`src/core/cle_pkg.sv`:
```
// Constants shared by the character display instruction executor
// What this block does
// - screen_on high shows the display; low blanks it, display RAM kept.
// - pointer_visible shows the cursor; clearing hides it, step_direction kept.
// - flash_toggle alternates cursor cell between all dots on and the character.
// - Instruction 0001 with target bit 3, direction bit 2 moves cursor or display.
// - 00 cursor left, 01 cursor right, 10 display left, 11 display right.
// - Display shift keeps address_counter and moves all lines together.
// - Two-line cursor past 40th position of line one continues on line two.
// - bus_width high selects 8-bit bus; low 4-bit with two transfers per byte.
// - two_row low selects one-line mode, high two-line mode.
// - glyph_height low selects 5x8 dots, high 5x11 dots.
// - Character-generator address set loads 6-bit address, selects char_gen_ram.
// - Display address set loads 7-bit address, selects display_data_ram.
// - One-line spans 00H-4FH; two-line 00H-27H and 40H-67H.
// - Status read returns busy_flag on bit 7, address_counter on bits 6..0.
// - Data write stores a byte in the RAM chosen by last address set.
// - Each RAM data access steps address_counter by one per entry direction.
// - First read without prior address set is invalid; host sets address first.
// - Cursor shift reloads the output data register from display RAM.
// - After a write, a read returns the previously latched output register.
// - Positions 1-16 map to 00-0F on line one, 40-4F on line two.
// - step_direction high moves right and increments; low moves left, decrements.
package cle_pkg;
    // ***************************************************************
    // Timing
    // ***************************************************************
    localparam int CLK_NS = 40;
    localparam int EXEC_NS = 39000;
    localparam int DATA_NS = 43000;
    localparam int BLINK_HALF_NS = 400000000;
    localparam logic [10:0] EXEC_CYC = 11'((EXEC_NS + CLK_NS - 1) / CLK_NS);
    localparam logic [10:0] DATA_CYC = 11'((DATA_NS + CLK_NS - 1) / CLK_NS);
    // ***************************************************************
    // Display RAM map
    // ***************************************************************
    localparam logic [6:0] DD_FIRST = 7'h00;
    localparam logic [6:0] DD1_LAST = 7'h4F;
    localparam logic [6:0] DD2_L1_LAST = 7'h27;
    localparam logic [6:0] DD2_L2_FIRST = 7'h40;
    localparam logic [6:0] DD2_L2_LAST = 7'h67;
    localparam logic [6:0] LINE1_LEN = 7'h50;
    localparam logic [6:0] LINE2_LEN = 7'h28;
    // ***************************************************************
    // Instruction patterns
    // ***************************************************************
    localparam logic [1:0] OP_SET_CG = 2'h1;
    localparam logic [2:0] OP_FUNC = 3'h1;
    localparam logic [3:0] OP_SHIFT = 4'h1;
    localparam logic [4:0] OP_DISP = 5'h01;
    localparam logic [5:0] OP_ENTRY = 6'h01;
    // ***************************************************************
    // Register map and fields
    // ***************************************************************
    localparam logic [7:0] OFS_STATUS = 8'h00;
    localparam logic [7:0] OFS_SCAN = 8'h04;
    localparam logic [7:0] OFS_VIEW = 8'h08;
    localparam int ST_BUSY = 7;
    localparam int ST_SEL_CG = 8;
    localparam int ST_SCREEN = 9;
    localparam int ST_POINTER = 10;
    localparam int ST_FLASH = 11;
    localparam int ST_STEP = 12;
    localparam int ST_SCROLL = 13;
    localparam int ST_BUS_WIDTH = 14;
    localparam int ST_TWO_ROW = 15;
    localparam int ST_GLYPH_H = 16;
    localparam int ST_SHIFT_LSB = 17;
    localparam int SCAN_ROW = 4;
    localparam int VIEW_CURSOR = 8;
    localparam logic [4:0] RST_SCAN = 5'h00;
    localparam logic RST_BUS_WIDTH = 1'b1;
    localparam logic RST_STEP_DIR = 1'b1;
    localparam logic [1:0] RESP_OKAY = 2'h0;
    localparam logic [1:0] RESP_SLVERR = 2'h2;
    localparam logic [7:0] ALL_DOTS = 8'hFF;
endpackage

```
`src/core/cle_exec.sv`:
```
// Instruction executor of the character display controller
//
// The register addresses and the AXI4-Lite register port are this design's own decisions.
module cle_exec
    import cle_pkg::*;
#(
    parameter int unsigned BLINK_HALF_CYC = BLINK_HALF_NS / CLK_NS
) (
    // Clock and reset
    input wire logic i_mclk,
    input wire logic i_arst_n,
    // Host parallel port
    input wire logic i_register_select,
    input wire logic i_read_write,
    input wire logic i_enable,
    input wire logic [7:0] i_db,
    output logic [7:0] o_db,
    output logic o_db_oe,
    // AXI4-Lite write channels
    input wire logic i_awvalid,
    output logic o_awready,
    input wire logic [7:0] i_awaddr,
    input wire logic i_wvalid,
    output logic o_wready,
    input wire logic [31:0] i_wdata,
    input wire logic [3:0] i_wstrb,
    output logic o_bvalid,
    input wire logic i_bready,
    output logic [1:0] o_bresp,
    // AXI4-Lite read channels
    input wire logic i_arvalid,
    output logic o_arready,
    input wire logic [7:0] i_araddr,
    output logic o_rvalid,
    input wire logic i_rready,
    output logic [31:0] o_rdata,
    output logic [1:0] o_rresp
);
    // ***************************************************************
    // State
    // ***************************************************************
    logic [7:0] disp_mem [0:127];
    logic [7:0] glyph_mem [0:63];
    logic e_q;
    logic nib_second;
    logic [3:0] nib_buf;
    logic [6:0] addr_cnt;
    logic sel_cg;
    logic [6:0] ofs;
    logic [7:0] dout;
    logic pend_load;
    logic [10:0] busy_cnt;
    logic screen_on, pointer_visible, flash_toggle;
    logic step_dir, scroll_on_write;
    logic bus_width, two_row, glyph_height;
    logic [23:0] blink_cnt;
    logic blink_phase;
    logic [4:0] scan;
    logic [7:0] awaddr_q;
    logic [31:0] wdata_q;
    logic [3:0] wstrb_q;

    // Step the address counter, wrapping inside the active RAM window
    function automatic logic [6:0] addr_step(input logic [6:0] a, input logic up,
                                             input logic cg, input logic two);
        logic [6:0] r;
        r = up ? 7'(a + 7'h01) : 7'(a - 7'h01);
        if (cg) begin
            r = {1'b0, r[5:0]};
        end else if (two) begin
            if (up && a == DD2_L1_LAST) begin
                r = DD2_L2_FIRST;
            end else if (up && a == DD2_L2_LAST) begin
                r = DD_FIRST;
            end else if (!up && a == DD_FIRST) begin
                r = DD2_L2_LAST;
            end else if (!up && a == DD2_L2_FIRST) begin
                r = DD2_L1_LAST;
            end
        end else if (up && a == DD1_LAST) begin
            r = DD_FIRST;
        end else if (!up && a == DD_FIRST) begin
            r = DD1_LAST;
        end
        return r;
    endfunction

    // ***************************************************************
    // Host strobe and nibble pairing
    // ***************************************************************
    // Transfers complete on the falling strobe edge
    wire e_fall = e_q & ~i_enable;
    wire byte_done = e_fall & (bus_width | nib_second);
    wire [7:0] wbyte = bus_width ? i_db : {nib_buf, i_db[7:4]};
    wire do_cmd = byte_done & ~i_register_select & ~i_read_write;
    wire do_wr = byte_done & i_register_select & ~i_read_write;
    wire do_rd = byte_done & i_register_select & i_read_write;

    always_ff @(posedge i_mclk or negedge i_arst_n) begin
        if (!i_arst_n) begin
            e_q <= 1'b0;
            nib_second <= 1'b0;
            nib_buf <= 4'h0;
        end else begin
            e_q <= i_enable;
            // Upper nibble first, then lower
            if (bus_width) begin
                nib_second <= 1'b0;
            end else if (e_fall) begin
                nib_second <= ~nib_second;
            end
            if (e_fall && !nib_second) begin
                nib_buf <= i_db[7:4];
            end
        end
    end

    // ***************************************************************
    // Instruction decode
    // ***************************************************************
    wire is_setdd = do_cmd & wbyte[7];
    wire is_setcg = do_cmd & (wbyte[7:6] == OP_SET_CG);
    wire is_func = do_cmd & (wbyte[7:5] == OP_FUNC);
    wire is_shift = do_cmd & (wbyte[7:4] == OP_SHIFT);
    wire is_disp = do_cmd & (wbyte[7:3] == OP_DISP);
    wire is_entry = do_cmd & (wbyte[7:2] == OP_ENTRY);
    wire cur_shift = is_shift & ~wbyte[3];
    wire disp_shift = is_shift & wbyte[3];
    wire scroll_wr = do_wr & scroll_on_write & ~sel_cg;

    // ***************************************************************
    // Address counter and display shift
    // ***************************************************************
    wire [6:0] addr_up = addr_step(addr_cnt, 1'b1, sel_cg, two_row);
    wire [6:0] addr_dn = addr_step(addr_cnt, 1'b0, sel_cg, two_row);
    wire [6:0] line_len = two_row ? LINE2_LEN : LINE1_LEN;
    wire [6:0] ofs_up = (7'(ofs + 7'h01) >= line_len) ? DD_FIRST : 7'(ofs + 7'h01);
    wire [6:0] ofs_dn = (ofs == DD_FIRST) ? 7'(line_len - 7'h01) : 7'(ofs - 7'h01);
    // Address set wins, then cursor moves, then data access steps
    wire [6:0] next_addr_cnt = is_setdd ? wbyte[6:0] :
                               is_setcg ? {1'b0, wbyte[5:0]} :
                               cur_shift ? (wbyte[2] ? addr_up : addr_dn) :
                               (do_wr | do_rd) ? (step_dir ? addr_up : addr_dn) : addr_cnt;
    // Left display shift raises the offset; one offset serves every line
    wire [6:0] next_ofs = disp_shift ? (wbyte[2] ? ofs_dn : ofs_up) :
                          scroll_wr ? (step_dir ? ofs_up : ofs_dn) : ofs;

    always_ff @(posedge i_mclk or negedge i_arst_n) begin
        if (!i_arst_n) begin
            addr_cnt <= DD_FIRST;
            ofs <= DD_FIRST;
            sel_cg <= 1'b0;
        end else begin
            addr_cnt <= next_addr_cnt;
            ofs <= next_ofs;
            if (is_setdd | is_setcg) begin
                sel_cg <= is_setcg;
            end
        end
    end

    // ***************************************************************
    // Control flags
    // ***************************************************************
    always_ff @(posedge i_mclk or negedge i_arst_n) begin
        if (!i_arst_n) begin
            screen_on <= 1'b0;
            pointer_visible <= 1'b0;
            flash_toggle <= 1'b0;
            step_dir <= RST_STEP_DIR;
            scroll_on_write <= 1'b0;
            bus_width <= RST_BUS_WIDTH;
            two_row <= 1'b0;
            glyph_height <= 1'b0;
        end else begin
            if (is_disp) begin
                screen_on <= wbyte[2];
                pointer_visible <= wbyte[1];
                flash_toggle <= wbyte[0];
            end
            if (is_entry) begin
                step_dir <= wbyte[1];
                scroll_on_write <= wbyte[0];
            end
            if (is_func) begin
                bus_width <= wbyte[4];
                two_row <= wbyte[3];
                glyph_height <= wbyte[2];
            end
        end
    end

    // ***************************************************************
    // RAM and output data register
    // ***************************************************************
    // Storage has no reset; contents survive display off
    always_ff @(posedge i_mclk) begin
        if (do_wr && sel_cg) begin
            glyph_mem[addr_cnt[5:0]] <= wbyte;
        end
        if (do_wr && !sel_cg) begin
            disp_mem[addr_cnt] <= wbyte;
        end
    end

    // Reload one cycle later, from the already updated counter
    wire load_req = is_setdd | is_setcg | (cur_shift & ~sel_cg) | do_rd;
    wire [7:0] ram_at_addr = sel_cg ? glyph_mem[addr_cnt[5:0]] : disp_mem[addr_cnt];

    always_ff @(posedge i_mclk or negedge i_arst_n) begin
        if (!i_arst_n) begin
            pend_load <= 1'b0;
            dout <= 8'h00;
        end else begin
            pend_load <= load_req;
            // Writes never refresh it, so reads return stale data
            if (pend_load) begin
                dout <= ram_at_addr;
            end
        end
    end

    // ***************************************************************
    // Busy timer and host read drive
    // ***************************************************************
    wire busy_flag = busy_cnt != 11'h000;
    wire [7:0] rd_byte = i_register_select ? dout : {busy_flag, addr_cnt};
    wire [7:0] rd_out = bus_width ? rd_byte :
                        {(nib_second ? rd_byte[3:0] : rd_byte[7:4]), 4'h0};
    wire [10:0] next_busy = do_cmd ? EXEC_CYC :
                            (do_wr | do_rd) ? DATA_CYC :
                            busy_flag ? 11'(busy_cnt - 11'h001) : busy_cnt;

    always_ff @(posedge i_mclk or negedge i_arst_n) begin
        if (!i_arst_n) begin
            busy_cnt <= 11'h000;
            o_db <= 8'h00;
            o_db_oe <= 1'b0;
        end else begin
            busy_cnt <= next_busy;
            o_db <= (i_enable & i_read_write) ? rd_out : 8'h00;
            o_db_oe <= i_enable & i_read_write;
        end
    end

    // ***************************************************************
    // Blink phase and rendered view
    // ***************************************************************
    wire blink_wrap = blink_cnt == 24'(BLINK_HALF_CYC - 1);

    always_ff @(posedge i_mclk or negedge i_arst_n) begin
        if (!i_arst_n) begin
            blink_cnt <= 24'h000000;
            blink_phase <= 1'b0;
        end else begin
            blink_cnt <= blink_wrap ? 24'h000000 : 24'(blink_cnt + 24'h000001);
            if (blink_wrap) begin
                blink_phase <= ~blink_phase;
            end
        end
    end

    // Scan position to display address, with shift applied
    wire scan_row = scan[SCAN_ROW];
    wire [6:0] col_sum = {3'h0, scan[3:0]} + ofs;
    wire [6:0] col_wrap = (col_sum >= line_len) ? 7'(col_sum - line_len) : col_sum;
    wire [6:0] scan_addr = (two_row & scan_row) ? 7'(col_wrap + DD2_L2_FIRST) : col_wrap;
    wire row_ok = two_row | ~scan_row;
    wire cursor_here = ~sel_cg & (addr_cnt == scan_addr);
    wire lit = screen_on & row_ok;
    wire [7:0] view_glyph = !lit ? 8'h00 :
                            (flash_toggle & cursor_here & blink_phase) ? ALL_DOTS :
                            disp_mem[scan_addr];
    wire view_cursor = lit & pointer_visible & cursor_here;

    // ***************************************************************
    // AXI4-Lite slave
    // ***************************************************************
    logic [31:0] status_word;
    always_comb begin
        status_word = 32'h00000000;
        status_word[6:0] = addr_cnt;
        status_word[ST_BUSY] = busy_flag;
        status_word[ST_SEL_CG] = sel_cg;
        status_word[ST_SCREEN] = screen_on;
        status_word[ST_POINTER] = pointer_visible;
        status_word[ST_FLASH] = flash_toggle;
        status_word[ST_STEP] = step_dir;
        status_word[ST_SCROLL] = scroll_on_write;
        status_word[ST_BUS_WIDTH] = bus_width;
        status_word[ST_TWO_ROW] = two_row;
        status_word[ST_GLYPH_H] = glyph_height;
        status_word[ST_SHIFT_LSB +: 7] = ofs;
    end

    // Read decode; unmapped addresses answer SLVERR with zero data
    wire rd_map = (i_araddr == OFS_STATUS) | (i_araddr == OFS_SCAN) | (i_araddr == OFS_VIEW);
    wire [31:0] rd_word = (i_araddr == OFS_STATUS) ? status_word :
                          (i_araddr == OFS_SCAN) ? {27'h0000000, scan} :
                          (i_araddr == OFS_VIEW) ? {23'h000000, view_cursor, view_glyph} :
                          32'h00000000;
    wire ar_take = i_arvalid & o_arready;
    wire aw_take = i_awvalid & o_awready;
    wire w_take = i_wvalid & o_wready;
    // Address and data may arrive in either order; fire once both are held
    wire wr_fire = ~o_awready & ~o_wready & ~o_bvalid;
    wire wr_scan = awaddr_q == OFS_SCAN;
    wire wr_map = (awaddr_q == OFS_STATUS) | wr_scan | (awaddr_q == OFS_VIEW);

    always_ff @(posedge i_mclk or negedge i_arst_n) begin
        if (!i_arst_n) begin
            o_awready <= 1'b1;
            o_wready <= 1'b1;
            o_bvalid <= 1'b0;
            o_bresp <= RESP_OKAY;
            awaddr_q <= 8'h00;
            wdata_q <= 32'h00000000;
            wstrb_q <= 4'h0;
            scan <= RST_SCAN;
        end else begin
            if (aw_take) begin
                o_awready <= 1'b0;
                awaddr_q <= i_awaddr;
            end
            if (w_take) begin
                o_wready <= 1'b0;
                wdata_q <= i_wdata;
                wstrb_q <= i_wstrb;
            end
            if (wr_fire) begin
                o_bvalid <= 1'b1;
                o_bresp <= wr_map ? RESP_OKAY : RESP_SLVERR;
                if (wr_scan && wstrb_q[0]) begin
                    scan <= wdata_q[4:0];
                end
            end
            if (o_bvalid && i_bready) begin
                o_bvalid <= 1'b0;
                o_awready <= 1'b1;
                o_wready <= 1'b1;
            end
        end
    end

    always_ff @(posedge i_mclk or negedge i_arst_n) begin
        if (!i_arst_n) begin
            o_arready <= 1'b1;
            o_rvalid <= 1'b0;
            o_rdata <= 32'h00000000;
            o_rresp <= RESP_OKAY;
        end else begin
            if (ar_take) begin
                o_arready <= 1'b0;
                o_rvalid <= 1'b1;
                o_rdata <= rd_word;
                o_rresp <= rd_map ? RESP_OKAY : RESP_SLVERR;
            end else if (o_rvalid && i_rready) begin
                o_rvalid <= 1'b0;
                o_arready <= 1'b1;
            end
        end
    end

    // ***************************************************************
    // Assertions
    // ***************************************************************
    chk_shift_keeps_addr: assert property (@(posedge i_mclk) disable iff (!i_arst_n)
        disp_shift |=> addr_cnt == $past(addr_cnt))
        else $error("display shift changed the address counter");
    chk_cursor_right: assert property (@(posedge i_mclk) disable iff (!i_arst_n)
        cur_shift && wbyte[2] && !sel_cg && !two_row && addr_cnt < DD1_LAST
        |=> addr_cnt == 7'($past(addr_cnt) + 7'h01))
        else $error("cursor right did not add one");
    chk_line_wrap: assert property (@(posedge i_mclk) disable iff (!i_arst_n)
        do_wr && two_row && step_dir && !sel_cg && addr_cnt == DD2_L1_LAST
        |=> addr_cnt == DD2_L2_FIRST)
        else $error("two-line cursor did not move to line two");
    chk_set_cg: assert property (@(posedge i_mclk) disable iff (!i_arst_n)
        is_setcg |=> sel_cg && addr_cnt == {1'b0, $past(wbyte[5:0])})
        else $error("character address set failed");
    // Case equality: unwritten display cells reload as unknown
    chk_set_dd: assert property (@(posedge i_mclk) disable iff (!i_arst_n)
        is_setdd |=> !sel_cg ##1 dout === disp_mem[addr_cnt])
        else $error("display address set did not reload output data");
    chk_write_stale: assert property (@(posedge i_mclk) disable iff (!i_arst_n)
        do_wr && !pend_load |=> dout === $past(dout))
        else $error("write refreshed the output data register");
    chk_busy_read: assert property (@(posedge i_mclk) disable iff (!i_arst_n)
        i_enable && i_read_write && !i_register_select && bus_width
        |=> o_db_oe && o_db == {$past(busy_flag), $past(addr_cnt)})
        else $error("status read did not show busy flag and address");
    chk_blank_off: assert property (@(posedge i_mclk) disable iff (!i_arst_n)
        !screen_on |-> view_glyph == 8'h00 && !view_cursor)
        else $error("display off but view not blank");
    chk_nibble_pair: assert property (@(posedge i_mclk) disable iff (!i_arst_n)
        e_fall && !bus_width && !nib_second |-> !byte_done ##1 nib_second)
        else $error("4-bit first nibble completed a byte");
endmodule

```
`config.mk`:
```
export PLATFORM = sky130hd
export DESIGN_NAME = cle_exec
export DESIGN_NICKNAME = d
export VERILOG_FILES = /design/src/core/cle_pkg.sv /design/src/core/cle_exec.sv
export SDC_FILE = /design/constraint.sdc
export NUM_CORES = 2
export LEC_CHECK = 0
export BUFFER_PORTS_ARGS = -buffer_cell sky130_fd_sc_hd__buf_2
export CAP_MARGIN = 5
export CORE_UTILIZATION = 45
export CTS_CLUSTER_DIAMETER = 80
export DETAILED_ROUTE_END_ITERATION = 12
export PLACE_DENSITY_LB_ADDON = 0.25
export SYNTH_ARGS = -nofsm -noshare
export SYNTH_HDL_FRONTEND = slang
export SYNTH_SLANG_ARGS = --single-unit
```
`constraint.sdc`:
```
create_clock -name i_mclk -period 14.6 [get_ports i_mclk]
set_clock_uncertainty 0.2 [all_clocks]
set_input_delay 2.19 -clock i_mclk [delete_from_list [all_inputs] [get_ports i_mclk]]
set_output_delay 2.19 -clock i_mclk [all_outputs]
set_load 0.005 [all_outputs]
```
Yosys cells after proc, flatten, opt, wreduce, memory -nomap -nowiden
Memory sizes are Yosys's and may differ from the RTL's.
Cells that the tools add are included.
{"block": "totals", "mem_bits_ro": 0, "mem_bits_rw": 1536, "latchBits": 0, "inputBits": 70, "memories": 2, "ff_bits": 143}
{"block": "op_classes", "bitwise": 52, "shift": 0, "mux": 58, "n_eq_ne": 15, "n_addsub": 10, "order_cmp": 2, "mul": 0, "reduce_logical": 22, "n_div": 0}
{"name": "disp_mem", "words": 128, "width": 8, "rd": 2, "rd_clocked_by_memory_dff": 0, "wr": 1, "line_no": "cle_exec.sv:42", "rtl": "logic [7:0] disp_mem [0:127];"}
{"name": "glyph_mem", "words": 64, "width": 8, "rd": 1, "rd_clocked_by_memory_dff": 0, "wr": 1, "line_no": "cle_exec.sv:43", "rtl": "logic [7:0] glyph_mem [0:63];"}
{"op": "7-bit two-way mux", "count": 25}
{"op": "8-bit two-way mux", "count": 7}
{"op": "24-bit two-way mux", "count": 2}
{"op": "11-bit two-way mux", "count": 3}
{"op": "1-bit bitwise AND", "count": 31}
{"op": "24-bit by 1-bit adder with 24-bit output (second input constant)", "count": 1}
{"op": "24-bit equality test (second input constant)", "count": 1}
{"op": "7-bit equality test (second input constant)", "count": 3}
{"op": "7-bit by 1-bit subtractor with 7-bit output (second input constant)", "count": 3}
{"op": "9-bit two-way mux", "count": 2}
{"op": "8-bit by 3-bit equality test with 1-bit output (second input constant)", "count": 2}
{"op": "8-bit by 4-bit equality test with 1-bit output (second input constant)", "count": 2}
{"op": "8-bit logical NOT", "count": 2}
{"op": "1-bit two-way mux", "count": 16}
{"op": "7-bit by 1-bit adder with 7-bit output (second input constant)", "count": 2}
{"op": "7-bit >= comparator", "count": 2}
{"op": "7-bit logical NOT", "count": 2}
{"op": "2-bit nonzero test", "count": 6}
{"op": "1-bit NOT", "count": 11}
{"op": "11-bit nonzero test", "count": 1}
{"op": "11-bit by 1-bit subtractor with 11-bit output (second input constant)", "count": 1}
{"op": "1-bit bitwise OR", "count": 10}
{"op": "4-bit by 7-bit adder with 7-bit output", "count": 1}
{"op": "7-bit adder (second input constant)", "count": 1}
{"op": "other kinds (15)", "count": 22}

Longest topological paths before layout
{"block": "logic_depth", "ltp_word": 14, "mapped_depth": 22}

Worst setup path before layout
Ideal clock, no wire load.
{"block": "synth_timing", "kind": "input -> register", "from": "input port i_db[2]", "to": "register addr_cnt[3]", "path_stages": 7, "setup_slack_ns": 8.471, "arrival_time_ns": 5.846, "path_cell_list": "mux2i_1 inv_1 mux2i_1 clkbuf_1 o311ai_0 o21ai_0 a21oi_1"}
{"block": "synth_between", "elab_chain_cells": 5}
{"item": "start, declared", "line_no": "cle_exec.sv:16", "rtl": "input wire logic [7:0] i_db,"}
{"item": "8-bit two-way mux", "line_no": "cle_exec.sv:94", "rtl": "wire [7:0] wbyte = bus_width ? i_db : {nib_buf, i_db[7:4]};"}
{"item": "via wbyte[2]", "line_no": "cle_exec.sv:94"}
{"item": "7-bit two-way mux (2 in a row)", "line_no": "cle_exec.sv:142", "rtl": "cur_shift ? (wbyte[2] ? addr_up : addr_dn) :"}
{"item": "7-bit two-way mux", "line_no": "cle_exec.sv:141", "rtl": "is_setcg ? {1'b0, wbyte[5:0]} :"}
{"item": "7-bit two-way mux", "line_no": "cle_exec.sv:140", "rtl": "wire [6:0] next_addr_cnt = is_setdd ? wbyte[6:0] :"}
{"item": "end signal, assigned", "line_no": "cle_exec.sv:154", "rtl": "addr_cnt <= next_addr_cnt;"}
{"item": "end, declared", "line_no": "cle_exec.sv:47", "rtl": "logic [6:0] addr_cnt;"}
The timed path passes the listed nets, and every way through them passes these cells.
A chain may end at the register's enable or synchronous reset.

Worst setup path in the final report
{"block": "layout_timing", "from": "register ofs[0]", "to": "register o_rdata[7]"}
{"block": "layout_between", "elab_chain_cells": 14, "word_cells_on_any_way": 16}
{"item": "start, declared", "line_no": "cle_exec.sv:49", "rtl": "logic [6:0] ofs;"}
{"item": "start signal, assigned", "line_no": "cle_exec.sv:155", "rtl": "ofs <= next_ofs;"}
{"item": "4-bit by 7-bit adder with 7-bit output *", "line_no": "cle_exec.sv:265", "rtl": "wire [6:0] col_sum = {3'h0, scan[3:0]} + ofs;"}
{"item": "7-bit subtractor or 7-bit >= comparator (tied branches)", "line_no": "cle_exec.sv:266", "rtl": "wire [6:0] col_wrap = (col_sum >= line_len) ? 7'(col_sum - line_len) : col_sum;"}
{"item": "7-bit two-way mux *", "line_no": "cle_exec.sv:266"}
{"item": "7-bit adder", "line_no": "cle_exec.sv:267", "rtl": "wire [6:0] scan_addr = (two_row & scan_row) ? 7'(col_wrap + DD2_L2_FIRST) : col_wrap;"}
{"item": "7-bit two-way mux *", "line_no": "cle_exec.sv:267"}
{"item": "parallel branches: the longest is 4 deep, another holds memory read 128 x 8 bit"}
{"item": "8-bit two-way mux *", "line_no": "cle_exec.sv:272", "rtl": "(flash_toggle & cursor_here & blink_phase) ? ALL_DOTS :"}
{"item": "8-bit two-way mux *", "line_no": "cle_exec.sv:271", "rtl": "wire [7:0] view_glyph = !lit ? 8'h00 :"}
{"item": "9-bit two-way mux *", "line_no": "cle_exec.sv:300", "rtl": "(i_araddr == OFS_VIEW) ? {23'h000000, view_cursor, view_glyph} :"}
{"item": "9-bit two-way mux *", "line_no": "cle_exec.sv:299", "rtl": "(i_araddr == OFS_SCAN) ? {27'h0000000, scan} :"}
{"item": "24-bit two-way mux *", "line_no": "cle_exec.sv:298", "rtl": "wire [31:0] rd_word = (i_araddr == OFS_STATUS) ? status_word :"}
{"item": "end signal, assigned", "line_no": "cle_exec.sv:355", "rtl": "o_rdata <= rd_word;"}
{"item": "end, declared", "line_no": "cle_exec.sv:36", "rtl": "output logic [31:0] o_rdata,"}
Every way passes the cells marked *.

==> metrics.yaml <==
outcome:
  status: "completed"
route:
  wl_per_cell_microns: 33.18
  routed-via-count: 46420
  ant_nets: 0
  viasPerCell: 6.804
  dr.pass1.iters: 6
  wl_met1_mm: 85.17
  dr_wl_met3_mm: 30.49
  top_layer_used: "met5"
  first_iter_violations: 7238
  route.met2.wl_mm: 100.6
  drc: 0
  routed_wl_mm: 226.4
placement:
  io_buffers: 79
  dp_hpwl_mm: 130.0
  gp_congestion: 0.9215
grt:
  first_global_vias: 44560
  grtUsageTotal: 0.2772
  grt_max_degree: 126
  grt_overflow: 0
  antenna_found_initial: 10
  grt_pass1_wl_mm: 323.3
power_and_ir_drop:
  clock_power_share: 0.250
  power.density_nw_per_um2: 210.2
  comb_power_share: 0.392
  leakage_nw: 25.12
  intPower_mw: 10.25
  irDropWorstVdd_uv: 472.9
  switching_power_mw: 6.546
  swShare: 0.3898
  seqPwrFrac: 0.358
worst_setup_path:
  reg2reg_from: "ofs[0]"
  cp-start-kind: "flip-flop"
  crit_path_end_kind: "flip-flop"
  worst-path-max-fanout: 41
  regToRegSetupSlack_ps: 7560
  crit_buf_inv: 5
  crit_start: "ofs[0]"
  path_cells: "ha_4, inv_1, fa_4, nand2b_1, a21oi_1, xnor2_1, inv_1, fa_1, a21o_1, a21o_1, nand2b_1, buf_4, and2_4, buf_4, xnor2_1, or3_4, nor4_4, a2111oi_1, buf_2, a311o_1, o21ai_0"
  cp_data_required_time_ps: 15140
  cp_top_family: "simple AND/OR/NAND/NOR gates"
  cp.arrival_ps: 7580
  worst-r2r-cell-count: 21
  slowest_delay_ps: 640
  criticalPathCategory: "reg -> reg"
  endpoint: "o_rdata[7]"
  r2r_end: "o_rdata[7]"
  worst-path-stages: 21
  cp_slowest_cell: "buf_4"
sta:
  worst_slew_margin_rel: 0.2024
  finalCritPeriodShare: 0.4821
  fmax_mhz: 142.1
  period_needed_ps: 7039
  slew_viol_final: 0
  hold_viol: 0
  rsz0062_at_grt: "false"
  finalSetupTns_ps: 0
  finalSetupViolCount: 0
  tightest_slew_ps: 1192
min_path:
  hold_path.class: "reg -> reg"
logic_synthesis:
  synth_edf_count: 1536
  yosysWarnings: 0
  synth_cell_types: 77
  postSynthAreaPerCell_sq_um: 15.63
  synth-seq-cells: 1669
  synth_flop_cell: "edfxtp_1"
  synthCells: 4598
  synth_area_sq_um: 71870
  ys_async_sr_fraction: 0.07969
  ys_seq_area_frac: 0.6882
cells_and_area:
  area_growth_pct: 11.18
  multi_input_area_sq_um: 21080
  num-nets-final: 4695
  fillCellCount: 13020
  seqCellArea_sq_um: 49470
  drive_gt1_frac: 0.1634
  utilization: 0.5045
floorplanning:
  pin_count: 120
  start_util: 0.4538
  dieArea_sq_um: 161300
  rows: 146
  die_y_microns: 401.6
  die_x_microns: 401.6
  coreArea_sq_um: 158400
cts:
  clockBufferDepth: 3
  clock_latency_ps: 830
  cts_hold_buf: 0
  clkTransAtPathRegs_ps: 60
  cts_setup_buffers: 0
  cts.sinks: 1669
  cts_tree: "built"
  cts.htree.levels: 4
  numCtsBuffers: 173
  clockRootBuffer: "clkbuf_16"
  cts.repair.resized: 0
run:
  maxCapViolations: 0
-- how the worst min path moves through the flow --
| stage | start | end | slack [ps] | depth (start not counted) |
|---|---|---|---|---|
| after floorplan | blink_cnt[4] | blink_cnt[4] | 240 | 1 |
| after global placement | dout[4] | dout[4] | 260 | 1 |
| after detailed placement | o_rdata[16] | o_rdata[16] | 260 | 2 |
| after CTS | o_rdata[16] | o_rdata[16] | 270 | 2 |
| after global routing | o_rdata[16] | o_rdata[16] | 300 | 2 |
| final | o_rdata[16] | o_rdata[16] | 260 | 2 |
-- cell type report --
cell class / count / share of cell area
tap: 2072 / 0.03245
clock inverter: 96 / 0.01027
sequential: 1669 / 0.6191
inverter: 23 / 0.001206
timing repair buffer: 186 / 0.01630
antenna: 7 / 0.0002192
multi-input combinational: 2551 / 0.2638
clock buffer: 219 / 0.05659
-- power by group through the flow --
| stage | sequential, mW | clock (mW) | combinational [mW] |
|---|---|---|---|
| after floorplan | 6.04 | 0 | 3.85 |
| after global placement | 6.10 | 0 | 6.34 |
| after detailed placement | 6.10 | 0 | 6.39 |
| after CTS | 6.00 | 4.23 | 6.41 |
| after global routing | 6.02 | 4.41 | 6.81 |
| final | 6.01 | 4.21 | 6.58 |
-- layer usage --
| metal | global-route usage | up-vias |
|---|---|---|
| met1 | 0.3823 | 23540 |
| met4 | 0.1128 | 6 |
| li1 | - | 18990 |
| met3 | 0.08353 | 613 |
| met2 | 0.4107 | 3277 |
| met5 | 0 | - |
-- state kept, by name (all words and copies together) (netlist names), 4 cells and up --
register	cells
glyph_mem	512
busy_cnt	11
dout	8
blink_cnt	24
scan	5
wdata_q	5
addr_cnt	7
awaddr_q	8
ofs	7
disp_mem	1024
nib_buf	4
o_rdata	24
o_db	8
-- synthesized netlist by cell type, drive strengths merged (33+ instances only) --
cell type | instances | area [sq um]
nor2 | 255 | 957.2
a22o | 115 | 1007
xnor2 | 34 | 297.8
a21oi | 80 | 400.4
and3 | 37 | 231.5
o21ai | 92 | 460.4
nand2 | 318 | 1199
nor3 | 33 | 165.2
buf | 137 | 629.4
edfxtp | 1536 | 46120
a31oi | 70 | 437.9
nand3 | 103 | 515.5
mux2 | 35 | 394.1
mux4 | 283 | 6374
nand4 | 146 | 913.4
a221oi | 121 | 1060
dfrtp | 128 | 3203
clkbuf | 227 | 853.3
a22oi | 546 | 4099
-- through the flow --
stage | hold slack, ps | setup WS (ps) | cell area, sq um | total power, mW | cells
global placement | 255.4 | 7738 | 74540 | 12.44 | 6500
finish | 261.6 | 7561 | 79900 | 16.79 | 6823
global route | 295.2 | 7417 | 79880 | 17.24 | 6816
floorplan | 238.7 | 8471 | 71900 | 9.899 | 4607
detailed placement | 259.7 | 7714 | 74540 | 12.49 | 6500
CTS | 272.5 | 7678 | 79880 | 16.64 | 6815
-- layout by cell type (no fill, tap or decap), types with 9 or more instances in the layout --
cell type / Yosys / final
a22oi_1: 546 / 546
nand3_1: 103 / 103
nor4_1: 11 / 10
clkinv_2: 0 / 15
conb_1: 1 / 10
o211ai_1: 24 / 24
a211oi_1: 23 / 22
nand2b_1: 11 / 11
a21oi_1: 80 / 80
and3_1: 37 / 36
xnor2_1: 34 / 33
nand2_1: 316 / 315
nand4_1: 146 / 146
clkinv_1: 2 / 53
clkbuf_16: 0 / 173
and2_1: 9 / 9
mux4_2: 283 / 283
dfrtp_1: 128 / 125
clkbuf_1: 226 / 44
buf_4: 11 / 98
ha_1: 19 / 18
buf_2: 59 / 79
inv_6: 0 / 10
o21ai_0: 91 / 91
or3_1: 14 / 14
a21o_1: 9 / 9
a311oi_1: 14 / 14
nor3_1: 33 / 30
nor2_1: 255 / 253
edfxtp_1: 1536 / 1536
mux2i_1: 25 / 25
a221oi_1: 121 / 121
a31oi_1: 70 / 70
a22o_1: 115 / 115
mux2_2: 35 / 29
xor2_1: 22 / 21
inv_1: 21 / 19
-- logic make-up after synthesis --
group,synth area share
muxes,0.09765
AOI/OAI and AO/OA,0.1171
DFF,0.6882
and+or+nand+nor,0.06416
adders and majority gates,0.003865
buffers and inverters,0.02183
xor gates and xnor gates,0.007156
other,0.00005218
-- worst register-to-register path: stages (launching register included) --
cell	delay (ps)
dfrtp_1	540
ha_4	190
inv_1	40
fa_4	470
nand2b_1	200
a21oi_1	170
xnor2_1	260
inv_1	150
fa_1	430
a21o_1	190
a21o_1	250
nand2b_1	100
buf_4	420
and2_4	600
buf_4	650
xnor2_1	240
or3_4	370
nor4_4	640
a2111oi_1	150
buf_2	230
a311o_1	390
o21ai_0	90
(Power assumes the default switching activity.)
